$ cat src/bif_pkg.sv
// constants, types and field layout shared by the formatter files
// assumes one 200 MHz clock and synchronous peripheral and host lines
// What this block does
// - standard order: sign, digits, E, sign, digit, comma, ovld, function, LF
// - overload position gives '8' if set, else '0'
// - character pointer kept between host requests
// - control register 1 non-zero write rewinds pointer
// - digit line-feed leaves pointer at next position
// - binary mode: bytes from two digit groups
// - each handshake latches five bytes, ten groups
// - binary line-feed after fifth byte; then new handshake
// - lower group upper nibble, weights 8421
// - all five bytes delivered before line-feed
// - binary adds only line-feed at sixth position
// - binary signs and overload only via status
// - control register 3 value 1 selects binary
// - status 4: bit2 mantissa, bit1 exponent, bit0 overload
// - interface reset: pulse, clears, irq set, mode kept
// - register 2 non-zero write starts handshake, clears irq
package bif_pkg;

    localparam int unsigned NUM_GROUPS = 10;
    localparam int unsigned GROUP_W    = 4;
    localparam int unsigned DIGITS_W   = NUM_GROUPS * GROUP_W;
    localparam int unsigned BIN_BYTES  = 5;

    // pointer positions in standard format
    localparam logic [3:0] POS_MSIGN    = 4'h0;
    localparam logic [3:0] POS_DIG_LAST = 4'h8;
    localparam logic [3:0] POS_EXP_E    = 4'h9;
    localparam logic [3:0] POS_ESIGN    = 4'ha;
    localparam logic [3:0] POS_EXP_DIG  = 4'hb;
    localparam logic [3:0] POS_COMMA    = 4'hc;
    localparam logic [3:0] POS_OVLD     = 4'hd;
    localparam logic [3:0] POS_FUNC     = 4'he;
    localparam logic [3:0] POS_LF       = 4'hf;
    // binary format: bytes 0..4, line-feed at 5
    localparam logic [3:0] POS_BIN_LF   = 4'h5;

    localparam logic [3:0] GRP_EXP  = 4'h8;
    localparam logic [3:0] GRP_FUNC = 4'h9;

    localparam logic [7:0] ASC_ZERO  = 8'h30;
    localparam logic [7:0] ASC_EIGHT = 8'h38;
    localparam logic [7:0] ASC_PLUS  = 8'h2b;
    localparam logic [7:0] ASC_MINUS = 8'h2d;
    localparam logic [7:0] ASC_COMMA = 8'h2c;
    localparam logic [7:0] ASC_E     = 8'h45;
    localparam logic [7:0] ASC_DOT   = 8'h2e;
    localparam logic [7:0] ASC_LF    = 8'h0a;
    localparam logic [3:0] NIB_NINE  = 4'h9;
    localparam logic [3:0] NIB_PLUS  = 4'ha;
    localparam logic [3:0] NIB_COMMA = 4'hb;
    localparam logic [3:0] NIB_MINUS = 4'hc;
    localparam logic [3:0] NIB_E     = 4'hd;
    localparam logic [3:0] NIB_DOT   = 4'he;

    // status register 4 bit positions
    localparam int unsigned ST4_MSIGN = 2;
    localparam int unsigned ST4_ESIGN = 1;
    localparam int unsigned ST4_OVLD  = 0;

    // peripheral reset low time
    localparam int unsigned CLK_PERIOD_PS  = 5000;
    localparam int unsigned PRESET_TIME_US = 15;
    localparam int unsigned PRESET_CYCLES  =
        (PRESET_TIME_US * 1000000 + CLK_PERIOD_PS - 1) / CLK_PERIOD_PS;
    localparam int unsigned PRESET_CNT_W   = 16;

    typedef struct packed {
        logic [DIGITS_W-1:0] digits;
        logic                mantissaSign;
        logic                exponentSign;
        logic                overload;
    } bif_sample_s;

    localparam int unsigned SAMPLE_W = DIGITS_W + 3;

    typedef enum logic [1:0] {
        HS_IDLE       = 2'b00,
        HS_WAIT_BUSY  = 2'b01,
        HS_WAIT_READY = 2'b10
    } bif_hs_e;

endpackage

$ cat src/bif_formatter.sv
// bcd input formatter: latches a peripheral sample by handshake and
// hands it to a host reader one ascii character (or byte) per request.
// assumes all inputs synchronous to core_clk; control writes are pulses.
`timescale 1ns/1ps
module bif_formatter
    import bif_pkg::*;
#(
    parameter int unsigned PRESET_LOW_CYCLES = PRESET_CYCLES
) (
    input  wire logic                core_clk,
    input  wire logic                rst_b,
    input  wire logic                ifReset,
    input  wire logic                ctl1Write,
    input  wire logic [7:0]          ctl1Data,
    input  wire logic                ctl2Write,
    input  wire logic [7:0]          ctl2Data,
    input  wire logic                ctl3Write,
    input  wire logic [7:0]          ctl3Data,
    input  wire logic                dataOutWrite,
    input  wire logic [7:0]          dataOutValue,
    input  wire logic                intEnableWrite,
    input  wire logic                intEnableValue,
    input  wire logic                charReq,
    input  wire logic [DIGITS_W-1:0] digitLines,
    input  wire logic                mantissaSignLine,
    input  wire logic                exponentSignLine,
    input  wire logic                overloadLine,
    input  wire logic                peripheralFlagA,
    output logic                     handshakeControlA,
    output logic                     peripheralReset_b,
    output logic [7:0]               dataOutReg,
    output logic                     intEnable,
    output logic                     irqRequest,
    output logic                     binaryMode,
    output logic [2:0]               status4,
    output logic                     charValid,
    output logic [7:0]               charData
);

    generate
        if (PRESET_LOW_CYCLES < 1 || PRESET_LOW_CYCLES >= (1 << PRESET_CNT_W)) begin : gBadCnt
            $error("peripheral reset low count out of range");
        end
    endgenerate

    localparam logic [PRESET_CNT_W-1:0] PRESET_LOAD = PRESET_CNT_W'(PRESET_LOW_CYCLES);

    // latched sample
    bif_sample_s sample;
    logic        latchLoad;
    logic [SAMPLE_W-1:0] sampleBits;

    bif_latch #(
        .WIDTH   (SAMPLE_W)
    ) uLatch (
        .core_clk (core_clk),
        .rst_b    (rst_b),
        .load     (latchLoad),
        .dataIn   ({digitLines, mantissaSignLine, exponentSignLine, overloadLine}),
        .dataOut  (sampleBits)
    );

    assign sample = bif_sample_s'(sampleBits);

    // handshake and interface control state
    bif_hs_e                 hsState_q;
    bif_hs_e                 hsState_d;
    logic                    handshake_control_a_q;
    logic                    handshake_control_a_d;
    logic                    irq_q;
    logic                    irq_d;
    logic                    intEn_q;
    logic                    intEn_d;
    logic [7:0]              dataOut_q;
    logic [7:0]              dataOut_d;
    logic                    binMode_q;
    logic                    binMode_d;
    logic [PRESET_CNT_W-1:0] presetCnt_q;
    logic [PRESET_CNT_W-1:0] presetCnt_d;
    logic                    presetB_q;
    logic                    presetB_d;
    logic                    flagAck;

    always_comb begin
        hsState_d   = hsState_q;
        handshake_control_a_d      = handshake_control_a_q;
        irq_d       = irq_q;
        intEn_d     = intEn_q;
        dataOut_d   = dataOut_q;
        binMode_d   = binMode_q;
        presetCnt_d = presetCnt_q;
        presetB_d   = presetB_q;
        latchLoad   = 1'b0;
        flagAck     = 1'b0;

        // busy-to-ready of the flag clocks the data in and drops control
        case (hsState_q)
            HS_IDLE: begin
                if (ctl2Write && ctl2Data != 8'h00) begin
                    hsState_d = HS_WAIT_BUSY;
                    handshake_control_a_d    = 1'b1;
                end
            end
            HS_WAIT_BUSY: begin
                if (peripheralFlagA) begin
                    hsState_d = HS_WAIT_READY;
                end
            end
            HS_WAIT_READY: begin
                if (!peripheralFlagA) begin
                    hsState_d = HS_IDLE;
                    handshake_control_a_d    = 1'b0;
                    latchLoad = 1'b1;
                    flagAck   = 1'b1;
                end
            end
            default: begin
                hsState_d = HS_IDLE;
                handshake_control_a_d    = 1'b0;
            end
        endcase

        // acknowledge sets irq and wins over a same-cycle request clear
        if (ctl2Write && ctl2Data != 8'h00) begin
            irq_d = 1'b0;
        end
        if (flagAck) begin
            irq_d = 1'b1;
        end

        if (intEnableWrite) begin
            intEn_d = intEnableValue;
        end
        if (dataOutWrite) begin
            dataOut_d = dataOutValue;
        end
        if (ctl3Write) begin
            binMode_d = (ctl3Data == 8'h01);
        end

        if (presetCnt_q != '0) begin
            presetCnt_d = presetCnt_q - PRESET_CNT_W'(1);
        end
        presetB_d = (presetCnt_d == '0);

        // interface reset overrides everything except the mode register
        if (ifReset) begin
            hsState_d   = HS_IDLE;
            handshake_control_a_d      = 1'b0;
            dataOut_d   = 8'h00;
            intEn_d     = 1'b0;
            irq_d       = 1'b1;
            latchLoad   = 1'b0;
            presetCnt_d = PRESET_LOAD;
            presetB_d   = 1'b0;
            // mode register left alone, so a same-cycle mode write still lands
        end
    end

    always_ff @(posedge core_clk or negedge rst_b) begin
        if (!rst_b) begin
            hsState_q   <= HS_IDLE;
            handshake_control_a_q      <= 1'b0;
            irq_q       <= 1'b1;
            intEn_q     <= 1'b0;
            dataOut_q   <= 8'h00;
            binMode_q   <= 1'b0;
            presetCnt_q <= PRESET_LOAD;
            presetB_q   <= 1'b0;
        end else begin
            hsState_q   <= hsState_d;
            handshake_control_a_q      <= handshake_control_a_d;
            irq_q       <= irq_d;
            intEn_q     <= intEn_d;
            dataOut_q   <= dataOut_d;
            binMode_q   <= binMode_d;
            presetCnt_q <= presetCnt_d;
            presetB_q   <= presetB_d;
        end
    end

    // character stream
    function automatic logic [3:0] groupAt(input logic [DIGITS_W-1:0] d,
                                           input logic [3:0] idx);
        logic [3:0] g;
        g = 4'h0;
        for (int i = 0; i < NUM_GROUPS; i++) begin
            if (idx == 4'(i)) begin
                g = d[i*GROUP_W +: GROUP_W];
            end
        end
        return g;
    endfunction

    function automatic logic [7:0] digitChar(input logic [3:0] n);
        logic [7:0] c;
        c = ASC_LF;
        if (n <= NIB_NINE) begin
            c = ASC_ZERO + {4'h0, n};
        end else begin
            case (n)
                NIB_PLUS:  c = ASC_PLUS;
                NIB_COMMA: c = ASC_COMMA;
                NIB_MINUS: c = ASC_MINUS;
                NIB_E:     c = ASC_E;
                NIB_DOT:   c = ASC_DOT;
                default:   c = ASC_LF;
            endcase
        end
        return c;
    endfunction

    logic [3:0] ptr_q;
    logic [3:0] ptr_d;
    logic       fresh_q;
    logic       fresh_d;
    logic       charValid_q;
    logic       charValid_d;
    logic [7:0] charData_q;
    logic [7:0] charData_d;
    logic [3:0] ptrNow;
    logic       rewind;

    always_comb begin
        ptr_d       = ptr_q;
        fresh_d     = fresh_q;
        charValid_d = 1'b0;
        charData_d  = charData_q;
        // rewinding in the request's own cycle serves it from the start
        rewind = ifReset || (ctl1Write && ctl1Data != 8'h00) || ctl3Write;
        ptrNow = rewind ? POS_MSIGN : ptr_q;
        ptr_d  = ptrNow;

        if (charReq) begin
            charValid_d = 1'b1;
            if (binMode_d) begin
                if (!fresh_q || ptrNow >= POS_BIN_LF) begin
                    // stale data answers with a line-feed so the reader ends
                    charData_d = ASC_LF;
                    ptr_d      = POS_MSIGN;
                    fresh_d    = 1'b0;
                end else begin
                    charData_d = {groupAt(sample.digits, {ptrNow[2:0], 1'b0}),
                                  groupAt(sample.digits, {ptrNow[2:0], 1'b1})};
                    ptr_d      = ptrNow + 4'h1;
                end
            end else begin
                case (ptrNow)
                    POS_MSIGN:   charData_d = sample.mantissaSign ? ASC_MINUS : ASC_PLUS;
                    POS_EXP_E:   charData_d = ASC_E;
                    POS_ESIGN:   charData_d = sample.exponentSign ? ASC_MINUS : ASC_PLUS;
                    POS_EXP_DIG: charData_d = digitChar(groupAt(sample.digits, GRP_EXP));
                    POS_COMMA:   charData_d = ASC_COMMA;
                    POS_OVLD:    charData_d = sample.overload ? ASC_EIGHT : ASC_ZERO;
                    POS_FUNC:    charData_d = digitChar(groupAt(sample.digits, GRP_FUNC));
                    POS_LF:      charData_d = ASC_LF;
                    default:     charData_d = digitChar(groupAt(sample.digits,
                                                                ptrNow - 4'h1));
                endcase
                // a line-feed inside the digits does not rewind
                ptr_d = (ptrNow == POS_LF) ? POS_MSIGN : ptrNow + 4'h1;
            end
        end

        // a fresh latch wins over the clearing line-feed
        if (latchLoad) begin
            fresh_d = 1'b1;
        end
    end

    always_ff @(posedge core_clk or negedge rst_b) begin
        if (!rst_b) begin
            ptr_q       <= POS_MSIGN;
            fresh_q     <= 1'b0;
            charValid_q <= 1'b0;
            charData_q  <= 8'h00;
        end else begin
            ptr_q       <= ptr_d;
            fresh_q     <= fresh_d;
            charValid_q <= charValid_d;
            charData_q  <= charData_d;
        end
    end

    // status register 4, the only path to signs and overload in binary mode
    logic [2:0] status4_q;
    logic [2:0] status4_d;

    always_comb begin
        status4_d            = 3'h0;
        status4_d[ST4_MSIGN] = sample.mantissaSign;
        status4_d[ST4_ESIGN] = sample.exponentSign;
        status4_d[ST4_OVLD]  = sample.overload;
    end

    always_ff @(posedge core_clk or negedge rst_b) begin
        if (!rst_b) begin
            status4_q <= 3'h0;
        end else begin
            status4_q <= status4_d;
        end
    end

    assign handshakeControlA = handshake_control_a_q;
    assign peripheralReset_b = presetB_q;
    assign dataOutReg        = dataOut_q;
    assign intEnable         = intEn_q;
    assign irqRequest        = irq_q;
    assign binaryMode        = binMode_q;
    assign status4           = status4_q;
    assign charValid         = charValid_q;
    assign charData          = charData_q;

endmodule

$ cat src/bif_latch.sv
// holding register for one peripheral sample, read data registered
// assumes load is a single-cycle strobe in the core_clk domain
`timescale 1ns/1ps
module bif_latch
    import bif_pkg::*;
#(
    parameter int unsigned WIDTH = SAMPLE_W
) (
    input  wire logic             core_clk,
    input  wire logic             rst_b,
    input  wire logic             load,
    input  wire logic [WIDTH-1:0] dataIn,
    output logic      [WIDTH-1:0] dataOut
);

    logic [WIDTH-1:0] store_q;
    logic [WIDTH-1:0] store_d;

    generate
        if (WIDTH < 1) begin : gBadWidth
            $error("bif_latch width must be at least one");
        end
    endgenerate

    always_comb begin
        store_d = load ? dataIn : store_q;
    end

    always_ff @(posedge core_clk or negedge rst_b) begin
        if (!rst_b) begin
            store_q <= '0;
        end else begin
            store_q <= store_d;
        end
    end

    assign dataOut = store_q;

endmodule

$ cat config.mk
export PLATFORM = sky130hd
export DESIGN_NAME = bif_formatter
export DESIGN_NICKNAME = d
export VERILOG_FILES = /design/src/bif_pkg.sv /design/src/bif_formatter.sv /design/src/bif_latch.sv
export SDC_FILE = /design/constraint.sdc
export NUM_CORES = 1
export LEC_CHECK = 0
export BUFFER_PORTS_ARGS = -buffer_cell sky130_fd_sc_hd__buf_2
export CAP_MARGIN = 30
export CELL_PAD_IN_SITES_DETAIL_PLACEMENT = 1
export CELL_PAD_IN_SITES_GLOBAL_PLACEMENT = 1
export CORE_UTILIZATION = 46
export DETAILED_ROUTE_END_ITERATION = 12
export GPL_TIMING_DRIVEN = 0
export PLACE_DENSITY = 0.95
export SLEW_MARGIN = 25
export SYNTH_ARGS = -nofsm -noshare
export SYNTH_HDL_FRONTEND = slang
export SYNTH_SLANG_ARGS = --single-unit
export TNS_END_PERCENT = 100
$ cat constraint.sdc
create_clock -name core_clk -period 6.2 [get_ports core_clk]
set_clock_uncertainty 0.1 [all_clocks]
set_input_delay 0.93 -clock core_clk [delete_from_list [all_inputs] [get_ports core_clk]]
set_output_delay 0.93 -clock core_clk [all_outputs]
set_load 0.02 [all_outputs]
Yosys cells after proc, flatten, opt, wreduce, memory -nomap -nowiden

Index checks and enable logic that the tools add are counted.

Register bits after elaboration: 91
Input port bits: 86
Output and inout port bits: 25
Logic and storage cells: 164

Add/sub/neg operators: 6
Magnitude comparators: 4
Eq/ne operators: 42
Multiplexer cells: 74
Reductions and logical operators: 24

Operators by type and width:

| operator              | number |
|---|---|
| $mux 4                | 35 |
| $pmux 7 s5            | 3 |
| $eq 4x4->1 const B    | 24 |
| $pmux 7 s8            | 1 |
| $mux 16               | 2 |
| $mux 8                | 4 |
| $add 6x4->7 const A   | 3 |
| $mux 7                | 3 |
| $mux 1                | 18 |
| $eq 4x3->1 const B    | 4 |
| $logic_not 16->1      | 1 |
| $reduce_bool 16->1    | 1 |
| $reduce_bool 8->1     | 2 |
| $sub 16x1->16 const B | 1 |
| $le 4x4->1 const B    | 3 |
| $reduce_bool 2->1     | 5 |
| $ne 3x3->1 const B    | 3 |
| $reduce_and 3->1      | 3 |
| $eq 4x2->1 const B    | 2 |
| $eq 8x1->1 const B    | 1 |
| $logic_not 4->1       | 2 |
| $mux 2                | 4 |
| $reduce_or 8->1       | 1 |
| $eq 3x2->1 const B    | 2 |
| 18 further kinds      | 22 |

Depth between registers and ports, before layout

Gate-level depths: netlist of the first run.

Depth in word-level cells: 25
Mapped depth: 17
Gate-level depth less buffers: 14

Hierarchy

A second synthesis of the first run with hierarchy kept.

Cells, all modules: 564
Area, all modules: 5572.8 um^2

By module, submodules not included:

| module        | times used | cells an instance | area each (um^2) | seq. area each (um^2) |
|---|---|---|---|---|
| bif_formatter | 1          | 473               | 3771.1           | 1211.2 |
| bif_latch     | 1          | 91                | 1801.7           | 1076.0 |

Least setup slack after synthesis of the first run

Ideal clock, no wire load.

Kind: input-to-reg
From: input port ctl1Data[5]
To: register charData_q[3] (netlist: charData[3])
Setup time: 0.122 ns
Arrival: 4.427 ns
Data required time: 5.978 ns
Setup slack: 1.551 ns
Cell stages on the path: 16
Path buffers: 3
Cell sequence: or4_1 > o21a_1 > clkbuf_1 > nor2_1 > nand2_1 > inv_1 > ha_1 > clkbuf_1 > clkbuf_1 > a21oi_1 > o22a_1 > o31a_1 > o2111ai_1 > and2_1 > nand4_1 > a32o_1

Word-level cells in the longest chain between the ends: 25
Elaborated cells between the ends (all ways): 61
Those cells by class: add/sub: 2; order compare: 2; eq/ne: 25; mux: 24; reduce/logical: 8

RTL lines:

| item                                                                 | RTL line             | source |
|---|---|---|
| start, declared                                                      | bif_formatter.sv:14  | `input wire logic [7:0] ctl1Data,` |
| $reduce_bool 8->1 (*)                                                | bif_formatter.sv:230 | `rewind = ifReset \|\| (ctl1Write && ctl1Data != 8'h00) \|\| ctl3Write;` |
| $logic_and 1x1->1 (*)                                                | bif_formatter.sv:230 |  |
| $logic_or 1x1->1 (*) (2 in series)                                   | bif_formatter.sv:230 |  |
| $mux 4 (*)                                                           | bif_formatter.sv:231 | `ptrNow = rewind ? POS_MSIGN : ptr_q;` |
| parallel branches: the longest is 19 deep, another holds $sub 4x1->4 | n/a                  |  |
| $mux 8 (*)                                                           | bif_formatter.sv:236 | `if (binMode_d) begin` |
| end signal, assigned                                                 | bif_formatter.sv:281 | `charData_q <= charData_d;` |
| end, declared                                                        | bif_formatter.sv:219 | `logic [7:0] charData_q;` |

Every way passes the cells marked *. The select of a mux whose other input is x is not followed.
A chain may end at the register's enable or synchronous reset.

Final worst setup path of the first run

From: input port ctl1Data[1]
To: register charData_q[4] (netlist: charData[4])

Word-level cells in the longest chain between the ends: 24
Elaborated cells between the ends (all ways): 55
Those cells by class: add/sub: 2; order compare: 2; eq/ne: 20; mux: 23; reduce/logical: 8

RTL lines:

| item                                      | RTL line                                   | source |
|---|---|---|
| $reduce_bool 8->1 (*)                     | bif_formatter.sv:230                       |  |
| $logic_and 1x1->1 (*)                     | bif_formatter.sv:230                       |  |
| $logic_or 1x1->1 (*) (2 in series)        | bif_formatter.sv:230                       |  |
| $mux 4 (*)                                | bif_formatter.sv:231                       |  |
| $sub 4x1->4                               | bif_formatter.sv:258                       | `ptrNow - 4'h1));` |
| $logic_not 4->1                           | bif_formatter.sv:188                       | `if (idx == 4'(i)) begin` |
| $mux 4 (10 in series)                     | bif_formatter.sv:188                       |  |
| $mux 4                                    | bif_formatter.sv:248                       | `case (ptrNow)` |
| $mux 4                                    | bif_formatter.sv:236                       |  |
| $mux 4                                    | bif_formatter.sv:234                       | `if (charReq) begin` |
| $add 6x4->7 or $le 4x4->1 (tied branches) | bif_formatter.sv:199, bif_formatter.sv:198 |  |
| $mux 7                                    | bif_formatter.sv:198                       | `if (n <= NIB_NINE) begin` |
| $pmux 7 s8                                | bif_formatter.sv:248                       |  |
| $mux 8 (*)                                | bif_formatter.sv:236                       |  |

Every way passes the cells marked *; elsewhere a longest branch is shown, timed or not. The select of a mux whose other input is x is not followed.

==> impl_table.tex, run 1 <==
\begin{tabular}{lr}
\hline
Metric & Value \\
\hline
\multicolumn{2}{l}{\textbf{Run status}} \\
\quad Status & finished, final reports clean \\
\multicolumn{2}{l}{\textbf{Worst setup path}} \\
\quad Critical path endpoint category & flip-flop \\
\quad Required time worst endpoint & 6330 ps \\
\quad Crit path kind & input port to flip-flop \\
\quad Arrival time of data at the critical path endpoint & 6000 ps \\
\quad Maximum fanout along the worst path & 10 \\
\quad Type of origin of the critical path & input port \\
\multicolumn{2}{l}{\textbf{Floorplanning}} \\
\quad Initial Util & 47.2\% \\
\quad Chip width & 113 um \\
\quad Row count & 40 \\
\quad Ports placed on the boundary & 111 \\
\quad Die area & 12700 um2 \\
\quad Area of the placeable core & 12000 um2 \\
\quad Height of the die & 113 um \\
\multicolumn{2}{l}{\textbf{Synthesis}} \\
\quad Number of nets in the synthesized netlist & 710 \\
\quad Share of synthesized registers carrying an async set or reset & 100\% \\
\quad Most common flop cell mapped by yosys & dfrtp\_1 \\
\quad FF+latch count, synth & 91 \\
\quad Unique cell type count in the Yosys netlist & 76 \\
\quad Synthesized instance count & 615 \\
\quad Sequential-to-total area share from yosys stat & 40.5\% \\
\quad Share of the synthesized netlist area taken by xor and xnor gates & 2.02\% \\
\quad Multiplexer share of the synthesized area & 9.98\% \\
\quad Post-synth top area share & 36.8\% \\
\quad Top-count cell post-synth & dfrtp\_1 \\
\quad Average size of a mapped cell & 9.18 um2 \\
\quad Count of flip-flops with a built-in enable after synthesis & 0 \\
\quad Count of synthesis-stage warnings from yosys & 0 \\
\quad Post-synthesis adder-cell area fraction & 2.00\% \\
\quad Complex-gate fraction of the synthesized area & 21.7\% \\
\quad Main area contributors after synthesis & dfrtp\_1, mux2\_2, o21ai\_0, dfstp\_2, nor2\_1 \\
\quad Area of the mapped netlist & 5640 um2 \\
\quad Largest family of logic cells by synthesized area & compound AO/OA/AOI/OAI gates \\
\quad Most used standard cells in the synthesized netlist & dfrtp\_1, nor2\_1, nand2\_1, o21ai\_0, mux2\_2 \\
\quad Simple-gate share of the synthesized area & 19.6\% \\
\quad Post-synth top area cell & dfrtp\_1 \\
\multicolumn{2}{l}{\textbf{Routing}} \\
\quad Detailed-routing iteration count for the pre-antenna-repair pass & 5 \\
\quad DRC violations left & 0 \\
\quad Number of DRC markers after the initial detailed-route iteration & 395 \\
\quad Average wire length per cell after detail routing & 22.6 um \\
\quad Vias per inst & 6.31 \\
\quad Wire length after detailed routing & 20.0 mm \\
\quad Via count of the routed design & 5602 \\
\quad Post-detailed-route count of antenna-violating nets & 0 \\
\multicolumn{2}{l}{\textbf{STA}} \\
\quad Sum of negative setup slack & 0 ps \\
\quad Count of endpoints failing setup in the final report & 0 \\
\quad RSZ-0062 raised after global routing & false \\
\quad Actual transition at the worst max-transition pin & 842 ps \\
\quad Worst slew slack as a fraction of its limit & 43.5\% \\
\quad Min cycle time layout & 5870 ps \\
\quad Final number of max-transition violations & 0 \\
\quad Count of final hold-check violations & 0 \\
\quad Final worst path period share & 94.7\% \\
\quad Achievable frequency & 170 MHz \\
\multicolumn{2}{l}{\textbf{Clock network}} \\
\quad Source-to-sink clock delay at the later pin of the worst-skew pair & 360 ps \\
\quad CTS Hold Bufs & 0 \\
\quad Number of buffers created by CTS & 9 \\
\quad TritonCTS Sinks & 91 \\
\quad Clock H-tree levels & 3 \\
\quad Total of cells resized after clock tree synthesis & 0 \\
\quad Clock tree from TritonCTS & built \\
\quad Post-CTS Setup Repair Bufs & 0 \\
\quad Max Root-Sink Buffers & 2 \\
\quad Clock-pin slew of the registers on the worst-case setup and hold paths & 70 ps \\
\quad Master cell of the clock root buffer & clkbuf\_16 \\
\multicolumn{2}{l}{\textbf{Cells and area}} \\
\quad Number of nets in the final layout & 831 \\
\quad Ant. Diodes & 0 \\
\quad Layout area overhead & 19.2\% \\
\quad Share of layout cells above drive strength 1 & 27.5\% \\
\quad Final-layout fill cell count & 1419 \\
\multicolumn{2}{l}{\textbf{GRT}} \\
\quad Global-route total usage across every layer & 33.0\% \\
\quad Wire length of the first global-routing pass & 32.0 mm \\
\quad Initial antenna violation count & 0 \\
\quad Maximum number of pins on one net before global-route repair & 60 \\
\quad Remaining global-route overflow & 0 \\
\quad Number of global-route vias before repair & 6006 \\
\multicolumn{2}{l}{\textbf{Pwr}} \\
\quad Total leakage power & 2.80 nW \\
\quad PD cells & 261 nW/um2 \\
\quad Max rail drop VDD & 0.154 mV \\
\quad Total Power & 1.76 mW \\
\multicolumn{2}{l}{\textbf{Flow run}} \\
\quad Maximum Capacitance Violations & 0 \\
\multicolumn{2}{l}{\textbf{Placement}} \\
\quad IO buf count & 109 \\
\quad Half-perimeter wire length of the detailed placement result & 15.4 mm \\
\quad Routability Congestion & 0.955 \\
\multicolumn{2}{l}{\textbf{Worst hold path}} \\
\quad Worst hold-check path type & flip-flop to flip-flop \\
\hline
\end{tabular}
-- metal layers --
metal	part of all wire (%)	routed length [um]	global-route usage (%)	up-vias
met5	0	0	0	-
met3	6.3	1260	5.95	46
met4	2.4	489	11.8	0
li1	-	-	-	2519
met2	51	10200	58.8	229
met1	40	8070	40.0	2808
-- path summary, 6_finish.rpt --
path | to | depth (start not counted) | startpoint | slack, ps
worst max-delay path | charData[4]$_DFFE_PN0P_ | 17 | ctl1Data[1] | 330
worst min-delay path | status4[0]$_DFF_PN0_ | 0 | uLatch.dataOut[0]$_DFFE_PN0P_ | 330
worst max register to register | charData[4]$_DFFE_PN0P_ | 13 | ptr_q[0]$_DFF_PN0_ | 2090
worst min register to register | status4[0]$_DFF_PN0_ | 0 | uLatch.dataOut[0]$_DFFE_PN0P_ | 330
max in group asynchronous | irqRequest$_DFFE_PN1P_ | 2 | rst_b | 4990
min in group asynchronous | uLatch.dataOut[17]$_DFFE_PN0P_ | 1 | rst_b | 350
-- registers in the layout (all words and copies together), names as in the netlist --
name	cells
handshakeControlA	1
irqRequest	1
peripheralReset_b	1
intEnable	1
dataOutReg	8
ptr_q	4
presetCnt_q	16
charValid	1
charData	8
uLatch.dataOut	43
hsState_q	2
binaryMode	1
fresh_q	1
status4	3
-- area by class of cell --
type | instances | area (um2) | area share [%]
clock inverter | 5 | 67.6 | 1.00
sequential | 91 | 2290 | 34.0
buffer | 41 | 171 | 2.55
timing repair buffer | 110 | 579 | 8.61
clock buffer | 11 | 243 | 3.61
multi-input combinational | 466 | 3130 | 46.6
tap | 147 | 184 | 2.73
inverter | 17 | 63.8 | 0.948
-- where the power goes --
group          internal [mW]  switching [mW]  leakage [nW]  total (mW)
Clock                  0.331           0.256         0.153       0.587
Sequential             0.693           0.101          1.14       0.794
Combinational          0.160           0.219          1.51       0.378
-- worst max-delay path, stage by stage --
cell and delay (ps):
buf_2 100, or4_1 550, o21a_1 220, clkbuf_1 230, nor2_1 490, nand2_1 310
inv_1 160, ha_1 180, clkbuf_1 420, clkbuf_1 530, a21oi_1 230, o22a_1 230
o31a_1 320, o2111ai_1 420, nand2_1 200, a221oi_1 340, o21ai_1 130
-- per-stage QoR --
step | hold WS (ps) | cell area, um2 | setup WS, ps | util, % | cells
finish | 331 | 6730 | 331 | 56.3 | 888
global route | 346 | 6730 | 124 | 56.3 | 888
CTS | 327 | 6730 | 434 | 56.3 | 888
detailed placement | 314 | 6420 | 145 | 53.7 | 872
global placement | 297 | 6370 | 235 | 53.3 | 871
floorplan | 271 | 5640 | 1550 | - | 615
-- cells by family (layout without fill, tap and decap cells) --
logic type | count (synthesis) | in the layout
buffers and inverters | 58 | 184
adder cells (fa/ha/maj) | 9 | 9
AND/OR/NAND/NOR | 216 | 216
flip-flops | 91 | 91
AO/OA/AOI/OAI | 177 | 177
multiplexers | 51 | 51
XOR/XNOR | 13 | 13
-- cell usage in the layout (no fill, tap or decap), drive strengths merged, types with 7 or more instances in the layout --
| cell | synthesis | layout |
|---|---|---|
| dfstp | 8 | 8 |
| xnor2 | 10 | 10 |
| buf | 9 | 119 |
| or3 | 9 | 9 |
| nor3 | 20 | 20 |
| nand4 | 7 | 7 |
| nor2b | 7 | 7 |
| mux2i | 9 | 9 |
| nand2b | 12 | 12 |
| inv | 15 | 18 |
| nand2 | 54 | 54 |
| o21ai | 47 | 47 |
| clkbuf | 32 | 43 |
| or2 | 7 | 7 |
| a22oi | 9 | 9 |
| nor2 | 55 | 55 |
| or4 | 9 | 9 |
| mux2 | 42 | 42 |
| dfrtp | 83 | 83 |
| ha | 9 | 9 |
| nand3 | 10 | 10 |
| a21oi | 27 | 27 |
| o211ai | 10 | 10 |
| a211oi | 9 | 9 |
Note: power is estimated with default switching activity, not from simulation.
==> inputs of run 2 (changes only) <==
--- a/config.mk
+++ b/config.mk
@@ -7,12 +7,11 @@
 export LEC_CHECK = 0
 export BUFFER_PORTS_ARGS = -buffer_cell sky130_fd_sc_hd__buf_2
 export CAP_MARGIN = 30
-export CELL_PAD_IN_SITES_DETAIL_PLACEMENT = 1
-export CELL_PAD_IN_SITES_GLOBAL_PLACEMENT = 1
-export CORE_UTILIZATION = 46
+export CORE_UTILIZATION = 55
 export DETAILED_ROUTE_END_ITERATION = 12
 export GPL_TIMING_DRIVEN = 0
-export PLACE_DENSITY = 0.95
+export PLACE_DENSITY = 0.88
+export SETUP_SLACK_MARGIN = 0.15
 export SLEW_MARGIN = 25
 export SYNTH_ARGS = -nofsm -noshare
 export SYNTH_HDL_FRONTEND = slang
==> run 2 against run 1 <==
Net effect: critical endpoint unchanged; global-route usage shrank 0.17 points; sequential power shrank 2%; wire length fell by 17%; count of clock-buffer cells in the layout rose by 1; core utilization up 11 points; highest routed layer unchanged.
==> impl_table.tex, run 2 (same netlist as run 1, synthesis figures left out) <==
\begin{tabular}{lr}
\hline
Metric & Value \\
\hline
\multicolumn{2}{l}{\textbf{Worst setup path}} \\
\quad Critical path endpoint category & flip-flop (unchanged) \\
\quad Largest stage delay on the critical path & 530 ps (was 550 ps) \\
\quad Cell class contributing the biggest share of worst-path delay & compound AO/OA/AOI/OAI gates (unchanged) \\
\quad Library cell appearing most often on the critical path & clkbuf\_1 (unchanged) \\
\quad Arrival time of data at the critical path endpoint & 5880 ps (was 6000 ps) \\
\quad Required time worst endpoint & 6360 ps (was 6330 ps) \\
\quad Type of origin of the critical path & input port (unchanged) \\
\quad Maximum fanout along the worst path & 10 (unchanged) \\
\quad Worst path slowest cell & or4\_1 (unchanged) \\
\quad Buffers \& Inverters on Critical Path & 5 (unchanged) \\
\quad Crit path kind & input port to flip-flop (unchanged) \\
\quad Critical Path, Cell by Cell & buf\_2 > or4\_1 > o21a\_1 > clkbuf\_1 > nor2\_1 > nand2\_1 > inv\_1 > ha\_1 > clkbuf\_1 > clkbuf\_1 > a21oi\_1 > o22a\_1 > o31a\_1 > o2111ai\_1 > nand2\_1 > a221oi\_1 > o21ai\_1 (unchanged) \\
\multicolumn{2}{l}{\textbf{Clock network}} \\
\quad CTS Hold Bufs & 0 (unchanged) \\
\quad Post-CTS Setup Repair Bufs & 0 (unchanged) \\
\quad Master cell of the clock root buffer & clkbuf\_8 (was clkbuf\_16) \\
\quad Clock H-tree levels & 3 (unchanged) \\
\quad Total of cells resized after clock tree synthesis & 0 (unchanged) \\
\quad TritonCTS Sinks & 91 (unchanged) \\
\quad Clock tree from TritonCTS & built (unchanged) \\
\quad Clock-pin slew of the registers on the worst-case setup and hold paths & 90 ps (was 70 ps) \\
\quad Source-to-sink clock delay at the later pin of the worst-skew pair & 370 ps (was 360 ps) \\
\quad Number of buffers created by CTS & 9 (unchanged) \\
\quad Max Root-Sink Buffers & 2 (unchanged) \\
\multicolumn{2}{l}{\textbf{GRT}} \\
\quad Global-route total usage across every layer & 32.9\% (was 33.0\%) \\
\quad Maximum number of pins on one net before global-route repair & 47 (was 60) \\
\quad Initial antenna violation count & 0 (unchanged) \\
\quad Wire length of the first global-routing pass & 26.4 mm (was 32.0 mm) \\
\quad Remaining global-route overflow & 0 (unchanged) \\
\quad Number of global-route vias before repair & 5330 (was 6006) \\
\multicolumn{2}{l}{\textbf{Cells and area}} \\
\quad Commonest non-fill, non-tap cells in the layout & buf\_2, dfrtp\_1, nor2\_1, nand2\_1, o21ai\_0 (unchanged) \\
\quad Final-layout fill cell count & 809 (was 1419) \\
\quad Ant. Diodes & 0 (unchanged) \\
\quad Number of nets in the final layout & 832 (was 831) \\
\quad Flip-flop count of the largest register, all copies and words added & 43 (unchanged) \\
\quad Share of layout cells above drive strength 1 & 27.5\% (about the same) \\
\quad Most common cell after layout, fill and taps aside & buf\_2 (unchanged) \\
\quad Layout area overhead & 17.0\% (was 19.2\%) \\
\multicolumn{2}{l}{\textbf{Routing}} \\
\quad Post-detailed-route count of antenna-violating nets & 0 (unchanged) \\
\quad Number of DRC markers after the initial detailed-route iteration & 474 (was 395) \\
\quad Detailed-routing iteration count for the pre-antenna-repair pass & 8 (was 5) \\
\quad Vias per inst & 6.36 (was 6.31) \\
\quad Average wire length per cell after detail routing & 19.1 um (was 22.6 um) \\
\quad Wire length after detailed routing & 16.7 mm (was 20.0 mm) \\
\quad DRC violations left & 0 (unchanged) \\
\quad Via count of the routed design & 5566 (was 5602) \\
\multicolumn{2}{l}{\textbf{STA}} \\
\quad Count of final hold-check violations & 0 (unchanged) \\
\quad Min cycle time layout & 5730 ps (was 5870 ps) \\
\quad Final worst setup slack & 475 ps (was 331 ps) \\
\quad Sum of negative setup slack & 0 ps (unchanged) \\
\quad Achievable frequency & 175 MHz (was 170 MHz) \\
\quad Worst slew slack as a fraction of its limit & 48.0\% (was 43.5\%) \\
\quad RSZ-0062 raised after global routing & false (unchanged) \\
\quad Final worst path period share & 92.3\% (was 94.7\%) \\
\quad Actual transition at the worst max-transition pin & 778 ps (was 842 ps) \\
\quad Final number of max-transition violations & 0 (unchanged) \\
\quad Count of endpoints failing setup in the final report & 0 (unchanged) \\
\multicolumn{2}{l}{\textbf{Floorplanning}} \\
\quad Area of the placeable core & 9860 um2 (was 12000 um2) \\
\quad Chip width & 103 um (was 113 um) \\
\quad Initial Util & 57.2\% (was 47.2\%) \\
\quad Die area & 10700 um2 (was 12700 um2) \\
\quad Row count & 36 (was 40) \\
\quad Height of the die & 103 um (was 113 um) \\
\quad Ports placed on the boundary & 111 (unchanged) \\
\multicolumn{2}{l}{\textbf{Pwr}} \\
\quad PD cells & 235 nW/um2 (was 261 nW/um2) \\
\quad Total leakage power & 2.75 nW (was 2.80 nW) \\
\quad Max rail drop VDD & 0.144 mV (was 0.154 mV) \\
\multicolumn{2}{l}{\textbf{Placement}} \\
\quad Half-perimeter wire length of the detailed placement result & 12.6 mm (was 15.4 mm) \\
\quad IO buf count & 109 (unchanged) \\
\quad Routability Congestion & 0.954 (was 0.955) \\
\quad Pre-CTS worst setup slack & 267 ps (was 145 ps) \\
\multicolumn{2}{l}{\textbf{Run status}} \\
\quad Status & finished, final reports clean (unchanged) \\
\multicolumn{2}{l}{\textbf{Flow run}} \\
\quad Maximum Capacitance Violations & 0 (unchanged) \\
\multicolumn{2}{l}{\textbf{Worst hold path}} \\
\quad Worst hold-check path type & flip-flop to flip-flop (unchanged) \\
\hline
\end{tabular}
[run 2: cell count changes in the layout (fill, tap and decap cells not counted), sizes merged]
cell      before  now
inv           18   15
buf          119  120
clkbuf        43   44
clkinv         3    4
clkinvlp       0    1
[run 2: report_power, final]
group / internal (mW) / total (mW) / leakage (nW) / switching (mW)
clock network: 0.198 / 0.405 / 0.0966 / 0.207
logic: 0.159 / 0.362 / 1.51 / 0.203
registers: 0.692 / 0.781 / 1.14 / 0.0895
[run 2: routing by layer]
layer  vias to the layer above  global-route usage [%]  wire length (um)
li1                       2519                       -                 -
met1                      2664                    43.3              6950
met2                       326                    51.9              7700
met3                        57                    4.64              1330
met4                         0                    19.4               703
met5                         -                       0                 0
[run 2: path summary, 6_finish.rpt]
path,startpoint,end,slack [ps],depth (start not counted)
max in group asynchronous,rst_b,presetCnt_q[11]$_DFF_PN1_,5010,2
min in group asynchronous,rst_b,peripheralReset_b$_DFF_PN0_,370,1
worst min-delay path,uLatch.dataOut[0]$_DFFE_PN0P_,status4[0]$_DFF_PN0_,330,0
worst max register to register,ptr_q[0]$_DFF_PN0_,charData[4]$_DFFE_PN0P_,2240,13
worst max-delay path,ctl1Data[5],charData[4]$_DFFE_PN0P_,470,17
worst min register to register,uLatch.dataOut[0]$_DFFE_PN0P_,status4[0]$_DFF_PN0_,330,0
[run 2: cell type report]
class	instances	area, um2	area share, %
Multi-Input combinational cell	466	3130	47.5
Sequential cell	91	2290	34.6
Timing Repair Buffer	111	583	8.83
Buffer	41	171	2.60
Tap cell	133	166	2.52
Clock buffer	12	145	2.20
Inverter	17	63.8	0.967
Clock inverter	4	51.3	0.777
[run 2: through the flow]
| stage | instances | hold WS [ps] | total power [mW] | cell area [um2] | utilization, % |
|---|---|---|---|---|---|
| after floorplan | 615 | 271 | 0.992 | 5640 | - |
| after global placement | 857 | 307 | 1.12 | 6360 | 64.4 |
| after detailed placement | 859 | 311 | 1.15 | 6400 | 64.9 |
| after CTS | 875 | 337 | 1.55 | 6600 | 66.9 |
| after global routing | 875 | 358 | 1.62 | 6600 | 66.9 |
| final | 875 | 330 | 1.55 | 6600 | 66.9 |
==> inputs of run 3 (changes only) <==
--- a/config.mk
+++ b/config.mk
@@ -11,6 +11,7 @@
 export DETAILED_ROUTE_END_ITERATION = 12
 export GPL_TIMING_DRIVEN = 0
 export PLACE_DENSITY = 0.88
+export RECOVER_POWER = 100
 export SETUP_SLACK_MARGIN = 0.15
 export SLEW_MARGIN = 25
 export SYNTH_ARGS = -nofsm -noshare
==> run 3 against run 2 <==
Net effect: the run now ends with capacitance limit, slew limit left; first-iteration DRC count rose by 4.6%; sequential power barely moved; hold slack improved by 5.1 ps; core utilization decreased by 1.1 points; highest routed layer unchanged.
==> impl_table.tex, run 3 (same netlist as run 1, synthesis figures left out) <==
\begin{tabular}{lr}
\hline
Metric & Value \\
\hline
\multicolumn{2}{l}{\textbf{GRT}} \\
\quad Highest-utilization routing layer at the global route stage & met2 (unchanged) \\
\quad Maximum number of pins on one net before global-route repair & 47 (unchanged) \\
\quad Remaining global-route overflow & 0 (unchanged) \\
\quad Met3 global-route usage & 4.64\% (unchanged) \\
\quad GR Layer Usage met1 & 43.3\% (unchanged) \\
\quad Initial antenna violation count & 0 (unchanged) \\
\quad Wire length of the first global-routing pass & 26.4 mm (unchanged) \\
\quad Global-route total usage across every layer & 32.9\% (unchanged) \\
\quad Number of global-route vias before repair & 5330 (unchanged) \\
\quad M2 GR Usage & 51.9\% (unchanged) \\
\multicolumn{2}{l}{\textbf{Floorplanning}} \\
\quad Ports placed on the boundary & 111 (unchanged) \\
\quad Initial Util & 57.2\% (unchanged) \\
\quad Die area & 10700 um2 (unchanged) \\
\quad Area of the placeable core & 9860 um2 (unchanged) \\
\quad Chip width & 103 um (unchanged) \\
\quad Height of the die & 103 um (unchanged) \\
\quad Row count & 36 (unchanged) \\
\multicolumn{2}{l}{\textbf{Clock network}} \\
\quad Max Root-Sink Buffers & 2 (unchanged) \\
\quad Master cell of the clock root buffer & clkbuf\_8 (unchanged) \\
\quad Clock tree from TritonCTS & built (unchanged) \\
\quad Total of cells resized after clock tree synthesis & 0 (unchanged) \\
\quad Clock-pin slew of the registers on the worst-case setup and hold paths & 90 ps (about the same) \\
\quad Post-CTS Setup Repair Bufs & 0 (unchanged) \\
\quad CTS Hold Bufs & 0 (unchanged) \\
\quad Number of buffers created by CTS & 9 (unchanged) \\
\quad Source-to-sink clock delay at the later pin of the worst-skew pair & 370 ps (about the same) \\
\quad TritonCTS Sinks & 91 (unchanged) \\
\quad Clock H-tree levels & 3 (unchanged) \\
\multicolumn{2}{l}{\textbf{Cells and area}} \\
\quad Most common cell after layout, fill and taps aside & buf\_2 (unchanged) \\
\quad Number of nets in the final layout & 832 (unchanged) \\
\quad Ant. Diodes & 0 (unchanged) \\
\quad Finished Core Util & 65.8\% (was 66.9\%) \\
\quad Final-layout fill cell count & 842 (was 809) \\
\quad Layout area overhead & 15.0\% (was 17.0\%) \\
\quad Flip-flop count of the largest register, all copies and words added & 43 (unchanged) \\
\quad Commonest non-fill, non-tap cells in the layout & buf\_2, dfrtp\_1, clkbuf\_1, nor2\_1, nand2\_1 (was buf\_2, dfrtp\_1, nor2\_1, nand2\_1, o21ai\_0) \\
\quad Share of layout cells above drive strength 1 & 22.5\% (was 27.5\%) \\
\multicolumn{2}{l}{\textbf{STA}} \\
\quad Count of final hold-check violations & 0 (unchanged) \\
\quad Sum of negative setup slack & 0 ps (unchanged) \\
\quad Actual transition at the worst max-transition pin & 2430 ps (was 778 ps) \\
\quad RSZ-0062 raised after global routing & false (unchanged) \\
\quad Final worst path period share & 93.2\% (was 92.3\%) \\
\quad Final number of max-transition violations & 94 (was 0) \\
\quad Achievable frequency & 173 MHz (was 175 MHz) \\
\quad Min cycle time layout & 5780 ps (was 5730 ps) \\
\quad Hold\_ws & 335 ps (was 330 ps) \\
\quad Final worst setup slack & 420 ps (was 475 ps) \\
\quad Worst slew slack as a fraction of its limit & -61.9\% (was 48.0\%) \\
\quad Count of endpoints failing setup in the final report & 0 (unchanged) \\
\multicolumn{2}{l}{\textbf{Routing}} \\
\quad Average wire length per cell after detail routing & 19.1 um (about the same) \\
\quad Post-detailed-route count of antenna-violating nets & 0 (unchanged) \\
\quad Detailed-routing iteration count for the pre-antenna-repair pass & 6 (was 8) \\
\quad Vias per inst & 6.37 (was 6.36) \\
\quad DRC violations left & 0 (unchanged) \\
\quad Number of DRC markers after the initial detailed-route iteration & 496 (was 474) \\
\quad Wire length after detailed routing & 16.7 mm (about the same) \\
\quad Via count of the routed design & 5571 (was 5566) \\
\multicolumn{2}{l}{\textbf{Worst setup path}} \\
\quad Count of cells along the worst register-to-register path & 13 (unchanged) \\
\quad Crit path kind & input port to flip-flop (unchanged) \\
\quad Maximum fanout along the worst path & 10 (unchanged) \\
\quad Type of origin of the critical path & input port (unchanged) \\
\quad Critical path endpoint category & flip-flop (unchanged) \\
\quad Required time worst endpoint & 6350 ps (was 6360 ps) \\
\quad FF-to-FF setup slack & 2230 ps (was 2240 ps) \\
\quad Worst flop-to-flop path endpoint & charData[4]\$\_DFFE\_PN0P\_ (unchanged) \\
\quad Arrival time of data at the critical path endpoint & 5930 ps (was 5880 ps) \\
\quad Worst r2r src & ptr\_q[0]\$\_DFF\_PN0\_ (unchanged) \\
\multicolumn{2}{l}{\textbf{Pwr}} \\
\quad PD cells & 238 nW/um2 (was 235 nW/um2) \\
\quad Max rail drop VDD & 0.143 mV (was 0.144 mV) \\
\quad Total leakage power & 2.62 nW (was 2.75 nW) \\
\multicolumn{2}{l}{\textbf{Run status}} \\
\quad Status & finished with violations (was finished, final reports clean) \\
\quad Violated checks & capacitance limit, slew limit \\
\multicolumn{2}{l}{\textbf{Worst hold path}} \\
\quad Worst Hold Launch & uLatch.dataOut[0]\$\_DFFE\_PN0P\_ (unchanged) \\
\quad Worst hold-check path type & flip-flop to flip-flop (unchanged) \\
\quad WHS Path Cells & 0 (unchanged) \\
\quad Worst-case hold path end point & status4[0]\$\_DFF\_PN0\_ (unchanged) \\
\multicolumn{2}{l}{\textbf{Placement}} \\
\quad IO buf count & 109 (unchanged) \\
\quad Pre-CTS worst setup slack & 267 ps (unchanged) \\
\quad Half-perimeter wire length of the detailed placement result & 12.6 mm (unchanged) \\
\quad Routability Congestion & 0.954 (unchanged) \\
\multicolumn{2}{l}{\textbf{Flow run}} \\
\quad Maximum Capacitance Violations & 2 (was 0) \\
\hline
\end{tabular}
[run 3: worst max-delay path, stage by stage]
cell and delay, ps:
buf_2 90, or4_1 530, o21a_1 240, clkbuf_1 230
nor2_1 520, nand2_1 340, inv_1 150, ha_1 180
clkbuf_1 380, clkbuf_1 470, a21oi_1 200, o22a_1 230
o31a_1 330, o2111ai_1 420, nand2_1 200, a221oi_1 340
o21ai_0 130
[run 3: stage by stage]
| stage | power [mW] | cell area [um2] | std cells |
|---|---|---|---|
| global route | 1.61 | 6490 | 875 |
| CTS | 1.55 | 6600 | 875 |
| finish | 1.54 | 6490 | 875 |
| global placement | 1.12 | 6360 | 857 |
| detailed placement | 1.15 | 6400 | 859 |
| floorplan | 0.992 | 5640 | 615 |
[run 3: area by class of cell]
class / count / area [um2] / area share [%]
Timing Repair Buffer: 111 / 518 / 7.98
Clock buffer: 12 / 145 / 2.24
Clock inverter: 4 / 51.3 / 0.791
Tap cell: 133 / 166 / 2.56
Inverter: 17 / 63.8 / 0.983
Buffer: 41 / 160 / 2.47
Multi-Input combinational cell: 466 / 3100 / 47.7
Sequential cell: 91 / 2290 / 35.2
[run 3: worst max path at each step]
stage	slack (ps)	cells past startpoint	to	from
CTS	640	17	charData[4]$_DFFE_PN0P_	ctl1Data[5]
floorplan	1550	16	charData[3]$_DFFE_PN0P_	ctl1Data[5]
global route	210	17	charData[4]$_DFFE_PN0P_	ctl1Data[5]
detailed placement	270	17	charData[4]$_DFFE_PN0P_	ctl1Data[5]
finish	420	17	charData[4]$_DFFE_PN0P_	ctl1Data[5]
global placement	360	17	charData[4]$_DFFE_PN0P_	ctl1Data[5]
[run 3: per-layer routing]
metal / routed length (um) / share of wire (%)
met5: 0 / 0
met2: 7790 / 47
met1: 7060 / 42
met4: 692 / 4.1
met3: 1160 / 6.9
[run 3: power breakdown]
group / total [mW] / internal (mW) / leakage, nW / switching (mW)
clock: 0.406 / 0.198 / 0.0966 / 0.208
combinational: 0.354 / 0.153 / 1.39 / 0.201
sequential: 0.782 / 0.692 / 1.14 / 0.0898
